===== src/rorp_consts.svh =====
// Offsets, codes, bit positions and reset values of the remote output port
`ifndef RORP_CONSTS_SVH
`define RORP_CONSTS_SVH
// Register byte offsets
`define RORP_ADR_RET 8'h00
`define RORP_ADR_LO 8'h04
`define RORP_ADR_HI 8'h08
`define RORP_ADR_FSEL 8'h0C
`define RORP_ADR_STAT 8'h10
// Retention selection codes (decimal 0, 1, 10, 11)
`define RORP_RET_CLR_CLR 4'h0
`define RORP_RET_KEEP_CLR 4'h1
`define RORP_RET_CLR_KEEP 4'hA
`define RORP_RET_KEEP_KEEP 4'hB
// Retention bit that asks for a save at power-off
`define RORP_RET_SAVE_BIT 0
// Terminal function codes for the remote output function (96, 196)
`define RORP_FN_REM_POS 8'h60
`define RORP_FN_REM_NEG 8'hC4
// Low word terminal bit positions
`define RORP_BIT_RUN 4'h0
`define RORP_BIT_FDET 4'h4
`define RORP_BIT_FAULT 4'h5
// High word fields
`define RORP_EXT_LSB 0
`define RORP_EXT_N 7
`define RORP_RELAY_LSB 7
`define RORP_RELAY_N 3
// Status bit positions
`define RORP_ST_INVRST 3
`define RORP_ST_OFF 4
`define RORP_ST_EXTFIT 5
`define RORP_ST_RLYFIT 6
// Reset values
`define RORP_RST_RET 4'h0
`define RORP_RST_WORD 12'h000
`define RORP_RST_FSEL 8'h00
`define RORP_RST_RDATA 32'h0000_0000
`endif


===== src/rorp_pkg.sv =====
// Types shared by the remote output port
`default_nettype none
package rorp_pkg;
  // Power and reset phase of the port
  typedef enum logic [1:0] {
    PH_RUN,
    PH_INVRST,
    PH_OFF
  } rorp_phase_t;
  typedef logic [7:0] rorp_fsel_t;
endpackage : rorp_pkg
`default_nettype wire


===== src/rorp_remote_output.sv =====
// Remote output port: data words, retention, terminal mapping, Wishbone slave
`timescale 1ns/1ns
`default_nettype none
`include "rorp_consts.svh"

module rorp_remote_output #(
  parameter int WORD_W = 12,
  parameter int N_TERM = 3
) (
  input wire logic i_clock,
  input wire logic i_rst_b,
  input wire logic i_wb_cyc,
  input wire logic i_wb_stb,
  input wire logic i_wb_we,
  input wire logic [7:0] i_wb_adr,
  input wire logic [31:0] i_wb_dat,
  input wire logic [3:0] i_wb_sel,
  output logic [31:0] o_wb_dat,
  output logic o_wb_ack,
  input wire logic i_comm_wr,
  input wire logic i_comm_word_sel,
  input wire logic [WORD_W-1:0] i_comm_data,
  input wire logic i_comm_link_up,
  input wire logic i_power_off,
  input wire logic i_power_on,
  input wire logic i_inv_reset,
  input wire logic [N_TERM-1:0] i_func_out,
  input wire logic i_ext_fitted,
  input wire logic i_relay_fitted,
  output logic [N_TERM-1:0] o_term_out,
  output logic [`RORP_EXT_N-1:0] o_ext_out,
  output logic [`RORP_RELAY_N-1:0] o_relay_out
);

  localparam int SYNC_W = N_TERM + 5;
  localparam logic [3:0] TERM_BIT [3] = '{`RORP_BIT_RUN, `RORP_BIT_FDET,
                                          `RORP_BIT_FAULT};
  // Refuse widths the bit map cannot serve
  if (WORD_W < 10 || WORD_W > 16 || N_TERM < 1 || N_TERM > 3) begin : g_chk
    $error("rorp_remote_output: unsupported WORD_W or N_TERM");
  end
  // Byte-lane merge of a write into an old value
  function automatic logic [31:0] lane_merge(input logic [31:0] old_v,
                                             input logic [31:0] new_v,
                                             input logic [3:0] sel);
    logic [31:0] res;
    res = old_v;
    for (int b = 0; b < 4; b++) begin
      if (sel[b]) begin
        res[8*b +: 8] = new_v[8*b +: 8];
      end
    end
    return res;
  endfunction : lane_merge
  // Only the four documented selection codes are accepted
  function automatic logic ret_legal(input logic [3:0] v);
    return v == `RORP_RET_CLR_CLR || v == `RORP_RET_KEEP_CLR ||
           v == `RORP_RET_CLR_KEEP || v == `RORP_RET_KEEP_KEEP;
  endfunction : ret_legal
  // Pin synchronisers; first stage is read only by the second
  logic [SYNC_W-1:0] sync1_q, sync2_q, sync_d;
  logic [1:0] edge_q;
  assign sync_d = {i_relay_fitted, i_ext_fitted, i_func_out, i_inv_reset,
                   i_power_on, i_power_off};
  always_ff @(posedge i_clock) begin
    if (!i_rst_b) begin
      sync1_q <= '0;
      sync2_q <= '0;
      edge_q <= 2'b00;
    end else begin
      sync1_q <= sync_d;
      sync2_q <= sync1_q;
      edge_q <= sync2_q[1:0];
    end
  end
  // Synchronised pin levels and power edges
  logic off_s, on_s, inv_s, ext_fit_s, rly_fit_s, off_evt, on_evt;
  logic [N_TERM-1:0] func_s;
  assign off_s = sync2_q[0];
  assign on_s = sync2_q[1];
  assign inv_s = sync2_q[2];
  assign func_s = sync2_q[N_TERM+2:3];
  assign ext_fit_s = sync2_q[N_TERM+3];
  assign rly_fit_s = sync2_q[N_TERM+4];
  assign off_evt = off_s && !edge_q[0];
  assign on_evt = on_s && !edge_q[1];
  // Wishbone classic slave: ack one cycle after the strobe, write at ack
  logic ack_q, ack_d, bus_wr;
  logic [31:0] rd_q, rd_d;
  assign bus_wr = i_wb_cyc && i_wb_stb && i_wb_we && ack_q;
  // Register state
  logic [3:0] ret_q, ret_d;
  logic [WORD_W-1:0] lo_q, lo_d, hi_q, hi_d;
  logic [WORD_W-1:0] nv_lo_q, nv_lo_d, nv_hi_q, nv_hi_d;
  rorp_pkg::rorp_fsel_t fsel_q [N_TERM], fsel_d [N_TERM];
  rorp_pkg::rorp_phase_t phase_q, phase_d;
  logic [31:0] fsel_word, stat_word, wtmp;
  logic comm_lo_wr, comm_hi_wr;
  // Packed views for read-back
  always_comb begin
    fsel_word = '0;
    for (int t = 0; t < N_TERM; t++) begin
      fsel_word[8*t +: 8] = fsel_q[t];
    end
  end
  assign stat_word = 32'({rly_fit_s, ext_fit_s,
                          phase_q == rorp_pkg::PH_OFF,
                          phase_q == rorp_pkg::PH_INVRST, 3'(o_term_out)});
  // Bus wins a same-cycle clash on the same word; comm write is dropped
  assign comm_lo_wr = i_comm_wr && !i_comm_word_sel &&
                      !(bus_wr && i_wb_adr == `RORP_ADR_LO);
  assign comm_hi_wr = i_comm_wr && i_comm_word_sel &&
                      !(bus_wr && i_wb_adr == `RORP_ADR_HI);
  // Bus answer: registered read data, unmapped reads return zero
  always_comb begin
    ack_d = i_wb_cyc && i_wb_stb && !ack_q;
    rd_d = rd_q;
    if (ack_d) begin
      case (i_wb_adr)
        `RORP_ADR_RET: rd_d = 32'(ret_q);
        `RORP_ADR_LO: rd_d = 32'(lo_q);
        `RORP_ADR_HI: rd_d = 32'(hi_q);
        `RORP_ADR_FSEL: rd_d = fsel_word;
        `RORP_ADR_STAT: rd_d = stat_word;
        default: rd_d = `RORP_RST_RDATA;
      endcase
    end
  end
  always_ff @(posedge i_clock) begin
    if (!i_rst_b) begin
      ack_q <= 1'b0;
      rd_q <= `RORP_RST_RDATA;
    end else begin
      ack_q <= ack_d;
      rd_q <= rd_d;
    end
  end
  assign o_wb_ack = ack_q;
  assign o_wb_dat = rd_q;
  // Next register values: writes first, power and reset events override
  always_comb begin
    ret_d = ret_q;
    lo_d = lo_q;
    hi_d = hi_q;
    nv_lo_d = nv_lo_q;
    nv_hi_d = nv_hi_q;
    fsel_d = fsel_q;
    phase_d = phase_q;
    wtmp = '0;
    if (bus_wr) begin
      case (i_wb_adr)
        `RORP_ADR_RET: begin
          wtmp = lane_merge(32'(ret_q), i_wb_dat, i_wb_sel);
          if (ret_legal(wtmp[3:0])) begin
            ret_d = wtmp[3:0];
          end
        end
        `RORP_ADR_LO: begin
          wtmp = lane_merge(32'(lo_q), i_wb_dat, i_wb_sel);
          if (phase_q != rorp_pkg::PH_OFF) begin
            lo_d = wtmp[WORD_W-1:0];
          end
        end
        `RORP_ADR_HI: begin
          wtmp = lane_merge(32'(hi_q), i_wb_dat, i_wb_sel);
          if (phase_q != rorp_pkg::PH_OFF) begin
            hi_d = wtmp[WORD_W-1:0];
          end
        end
        `RORP_ADR_FSEL: begin
          wtmp = lane_merge(fsel_word, i_wb_dat, i_wb_sel);
          for (int t = 0; t < N_TERM; t++) begin
            fsel_d[t] = wtmp[8*t +: 8];
          end
        end
        default: wtmp = '0;
      endcase
    end
    if (phase_q != rorp_pkg::PH_OFF) begin
      if (comm_lo_wr) begin
        lo_d = i_comm_data;
      end
      if (comm_hi_wr) begin
        hi_d = i_comm_data;
      end
    end
    case (phase_q)
      rorp_pkg::PH_RUN: begin
        if (off_evt) begin
          phase_d = rorp_pkg::PH_OFF;
          if (ret_q[`RORP_RET_SAVE_BIT]) begin
            nv_lo_d = lo_q;
            nv_hi_d = hi_q;
          end
          lo_d = `RORP_RST_WORD;
          hi_d = `RORP_RST_WORD;
        end else if (inv_s) begin
          phase_d = rorp_pkg::PH_INVRST;
          // Only selections 10 and 11 ride through a reset
          if (ret_q == `RORP_RET_CLR_CLR || ret_q == `RORP_RET_KEEP_CLR) begin
            lo_d = `RORP_RST_WORD;
            hi_d = `RORP_RST_WORD;
          end
        end
      end
      rorp_pkg::PH_INVRST: begin
        if (off_evt) begin
          // Supply lost mid-reset: the saved image is left untouched
          phase_d = rorp_pkg::PH_OFF;
          lo_d = `RORP_RST_WORD;
          hi_d = `RORP_RST_WORD;
        end else if (!inv_s) begin
          phase_d = rorp_pkg::PH_RUN;
          if (ret_q == `RORP_RET_KEEP_CLR) begin
            lo_d = nv_lo_q;
            hi_d = nv_hi_q;
          end
        end
      end
      rorp_pkg::PH_OFF: begin
        if (on_evt) begin
          phase_d = rorp_pkg::PH_RUN;
          if (ret_q[`RORP_RET_SAVE_BIT]) begin
            lo_d = nv_lo_q;
            hi_d = nv_hi_q;
          end else begin
            lo_d = `RORP_RST_WORD;
            hi_d = `RORP_RST_WORD;
          end
        end
      end
      default: phase_d = rorp_pkg::PH_RUN;
    endcase
  end
  // Register stage; the saved image is only zeroed by the system reset
  always_ff @(posedge i_clock) begin
    if (!i_rst_b) begin
      ret_q <= `RORP_RST_RET;
      lo_q <= `RORP_RST_WORD;
      hi_q <= `RORP_RST_WORD;
      nv_lo_q <= `RORP_RST_WORD;
      nv_hi_q <= `RORP_RST_WORD;
      for (int t = 0; t < N_TERM; t++) begin
        fsel_q[t] <= `RORP_RST_FSEL;
      end
      phase_q <= rorp_pkg::PH_RUN;
    end else begin
      ret_q <= ret_d;
      lo_q <= lo_d;
      hi_q <= hi_d;
      nv_lo_q <= nv_lo_d;
      nv_hi_q <= nv_hi_d;
      fsel_q <= fsel_d;
      phase_q <= phase_d;
    end
  end
  // Terminal drive, one register stage after the data word
  logic [N_TERM-1:0] term_d, term_q;
  logic [`RORP_EXT_N-1:0] ext_d, ext_q;
  logic [`RORP_RELAY_N-1:0] rly_d, rly_q;
  logic powered;
  assign powered = phase_q != rorp_pkg::PH_OFF;
  for (genvar t = 0; t < N_TERM; t++) begin : g_term
    logic is_pos, is_neg;
    assign is_pos = fsel_q[t] == `RORP_FN_REM_POS;
    assign is_neg = fsel_q[t] == `RORP_FN_REM_NEG;
    // While powered, non-remote terminals pass their own function's level through
    assign term_d[t] = !powered ? 1'b0 :
                       is_pos ? lo_q[TERM_BIT[t]] :
                       is_neg ? !lo_q[TERM_BIT[t]] :
                       func_s[t];
  end

  // Option outputs exist only with the option or a live comm link
  assign ext_d = (powered && (ext_fit_s || i_comm_link_up)) ?
                 hi_q[`RORP_EXT_LSB +: `RORP_EXT_N] : '0;
  assign rly_d = (powered && (rly_fit_s || i_comm_link_up)) ?
                 hi_q[`RORP_RELAY_LSB +: `RORP_RELAY_N] : '0;

  always_ff @(posedge i_clock) begin
    if (!i_rst_b) begin
      term_q <= '0;
      ext_q <= '0;
      rly_q <= '0;
    end else begin
      term_q <= term_d;
      ext_q <= ext_d;
      rly_q <= rly_d;
    end
  end
  assign o_term_out = term_q;
  assign o_ext_out = ext_q;
  assign o_relay_out = rly_q;
endmodule : rorp_remote_output
`default_nettype wire


===== config.mk =====
export PLATFORM = sky130hd
export DESIGN_NAME = rorp_remote_output
export DESIGN_NICKNAME = d
export VERILOG_FILES = /design/src/rorp_pkg.sv /design/src/rorp_remote_output.sv
export VERILOG_INCLUDE_DIRS = /design/src
export SDC_FILE = /design/constraint.sdc
export NUM_CORES = 1
export LEC_CHECK = 0
export BUFFER_PORTS_ARGS = -buffer_cell sky130_fd_sc_hd__buf_2
export CAP_MARGIN = 20
export CORE_MARGIN = 8
export CORE_UTILIZATION = 50
export CTS_CLUSTER_SIZE = 10
export DETAILED_ROUTE_END_ITERATION = 8
export PLACE_DENSITY = 0.73
export SKIP_LAST_GASP = 1
export SYNTH_ARGS = -nofsm -noshare
export SYNTH_HDL_FRONTEND = slang
export SYNTH_SLANG_ARGS = --single-unit

===== constraint.sdc =====
create_clock -name i_clock -period 2.4 [get_ports i_clock]
set_clock_uncertainty 0.2 [all_clocks]
set_input_delay 0.48 -clock i_clock [delete_from_list [all_inputs] [get_ports i_clock]]
set_output_delay 0.48 -clock i_clock [all_outputs]
set_load 0.05 [all_outputs]

==> metrics.md <==
| Metric | Value |
|---|---|
| R2R setup slack | 0.22 ns |
| Hold buffers post-CTS | 0 |
| Synth unique cells | 54 |
| #FFs+latches synth | 134 |
| Post-synth top flop | dfxtp_1 |
| RR Endpoint | lo_q[0]$_SDFF_PN0_ |
| Site Rows | 40 |
| Post-synthesis sequential area ratio | 43.6% |
| Clk_lat worst skew | 0.43 ns |
| Post-Syn Area | 6150 µm² |
| Slowest stage delay, CP | 0.62 ns |
| Worst hold margin | 0.0596 ns |
| Cells along the critical path | nor2b_1, a21oi_1, o41ai_4, buf_12, o21ai_0, a32o_1 |
| Antenna violations before repair | 1 |
| Cell count of the worst reg-to-reg path | 6 |
| Final period utilization | 90.8% |
| Clock Path Buffers | 2 |
| # diodes | 0 |
| Commonest non-fill, non-tap cell in the layout | dfxtp_1 |
| Minimum clock period | 2.18 ns |
| PortBufs | 100 |
| DP Wirelength | 13300 µm |
| Fill cell count | 1051 |
| Final slew viol count | 0 |
| RR Startpoint | phase_q[0]$_SDFFE_PN0P_ |
| Pwr dens | 731 nW/µm² |
| Worst setup EP type | flip-flop |
| Layout Nets | 889 |
| CTS tree | built |
| Vias in the first global route | 5986 |
| Resize count post-CTS | 0 |
| FMAX | 459 MHz |
| RSZ-0062 raised after global routing | false |
| Hold Fails Final Rpt | 0 |
| Critical Path Fanout Max | 16 |
| Largest net degree at the start of global routing | 75 |
| Drt pass-1 iters | 6 |
| Total grt overflow | 0 |
| Total GRT Usage | 23.8% |
| Io pins | 118 |
| Leak | 3.05 nW |
| Yosys warnings | 0 |
| Most frequent cells in the layout | dfxtp_1, buf_2, nor2_1 |
| Delay-heaviest family, CP | compound AO/OA/AOI/OAI gates |
| 1st-iter DRT viols | 629 |
| VDD IR-drop max | 0.610 mV |
| Area leader, netlist | dfxtp_1 |
| Status | completed |
| Max H-tree Level | 4 |
| Post-synth EDFFs | 0 |
| Slew margin rel. | 44.7% |
| Clock transition at the registers of the reported paths | 0.06 ns |
| Root Buffer | clkbuf_16 |
| Gp weighted congestion | 0.932 |
| Die Width | 127 µm |
| Detail Route Antenna Nets | 0 |
| Hold Crit Depth | 2 |
| CP Class | reg2reg |
| Core area | 12000 µm² |
| Critical hold path startpoint | i_func_out[0] |
| Routed vias | 5903 |
| Setup TNS | 0 ns |
| Cells after synthesis | 711 |
| Final setup vio count | 0 |
| Per-cell routed wire length | 19.4 µm |
| Vias per cell | 6.05 |
| Origin of the worst setup path | phase_q[0]$_SDFFE_PN0P_ |
| Mapped Avg Cell Area | 8.66 µm² |
| DRC violation count after routing | 0 |
| FFs w/ async S/R, synth | 0% |
| Slowest-stage cell, CP | o41ai_4 |
| Vert. Die Dim | 127 µm |
| Full die area | 16100 µm² |
| Max-cap violations | 0 |
| Post-synth top area share | 43.6% |
| Crit path DAT | 2.29 ns |
| Worst slew pin tran | 0.830 ns |
| Top post-synthesis cells by area | dfxtp_1, mux2i_1, nor2_1, and2_1, o21ai_0 |
| Hold WC Path Type | in2reg |
| Clock sinks | 134 |
| Area grow syn2layout | 22.7% |
| Setup bufs post-CTS | 0 |
| Nature of the critical path startpoint | flip-flop |
| Initial core utilization | 51.2% |
| First-pass GRT wire length | 30200 µm |
| Worst Path Buf+Inv | 1 |
| Cts bufs inserted | 17 |
| Critical Path RT | 2.51 ns |
| Share of layout cells above drive strength 1 | 23.4% |
| Min-Delay Endpoint | sync1_q[3]$_SDFF_PN0_ |
| Total wire length | 18900 µm |
-- cells by family after synthesis --
| logic type | share of synthesized area, % |
|---|---|
| AO/OA/AOI/OAI | 18.7 |
| buffers and inverters | 5.04 |
| flip-flops | 43.6 |
| other | 0.0609 |
| AND/OR/NAND/NOR | 24.4 |
| multiplexers | 8.23 |
-- per-layer routing --
layer | global-route usage, % | share of wire [%]
met4 | 12.4 | 3.4
met5 | 0 | 0.053
met1 | 29.1 | 42
met2 | 37.4 | 46
met3 | 6.70 | 8.8
-- area by class of cell --
class                      count  area, µm²  area share (%)
timing repair buffer         140        838            11.1
sequential                   134       2680            35.5
clock buffer                  21        480            6.36
multi-input combinational    519       3200            42.4
inverter                       5       18.8           0.248
tap                          147        184            2.43
clock inverter                10        146            1.94
-- flip-flops by register name, indices dropped and copies added (netlist names) --
name	cells
nv_hi_q	12
sync1_q	8
nv_lo_q	12
o_term_out	3
ret_q	4
fsel_q	24
o_ext_out	7
sync2_q	8
lo_q	12
edge_q	2
o_wb_ack	1
o_wb_dat	24
phase_q	2
hi_q	12
o_relay_out	3
-- synth_stat cells (all sizes together), types with 4 or more instances --
| cell | number |
|---|---|
| dfxtp | 134 |
| nand3 | 44 |
| a211oi | 7 |
| a22oi | 24 |
| o21a | 4 |
| a31oi | 4 |
| nor2b | 17 |
| and3 | 7 |
| o21ai | 50 |
| a2bb2oi | 5 |
| and2 | 39 |
| nor3 | 7 |
| nor3b | 6 |
| mux2 | 7 |
| or2 | 13 |
| inv | 5 |
| a32o | 20 |
| nor2 | 73 |
| o31ai | 4 |
| buf | 29 |
| a21oi | 42 |
| mux2i | 36 |
| nand2b | 12 |
| clkbuf | 31 |
| nand2 | 51 |
| nand4 | 6 |
-- how the worst max path moves through the flow --
stage | end | cells after the start
floorplan | hi_q[10]$_SDFF_PN0_ | 6
global placement | fsel_q[14]$_SDFFE_PN0P_ | 7
detailed placement | fsel_q[11]$_SDFFE_PN0P_ | 7
CTS | lo_q[0]$_SDFF_PN0_ | 6
global route | ret_q[3]$_SDFFE_PN0P_ | 5
finish | lo_q[0]$_SDFF_PN0_ | 6
-- metrics by stage --
step	instances	power (W)	setup WS, ns	area (µm²)	util [%]
detailed placement	945	0.00283	0.113	6930	57.7
floorplan	718	0.00264	0.104	6180	-
global placement	945	0.00281	0.123	6930	57.7
global route	976	0.00568	0.116	7550	62.9
CTS	976	0.00554	0.256	7550	62.9
finish	976	0.00552	0.220	7550	62.9
-- report_power, final --
part,internal (W),switching [W],total (W),leakage [nW]
sequential,0.00228,0.0000483,0.00232,1.09
clock,0.00174,0.000990,0.00273,0.305
combinational,0.000180,0.000287,0.000466,1.66
total,0.00420,0.00132,0.00552,3.05
Power figures use the tool's default switching activity.
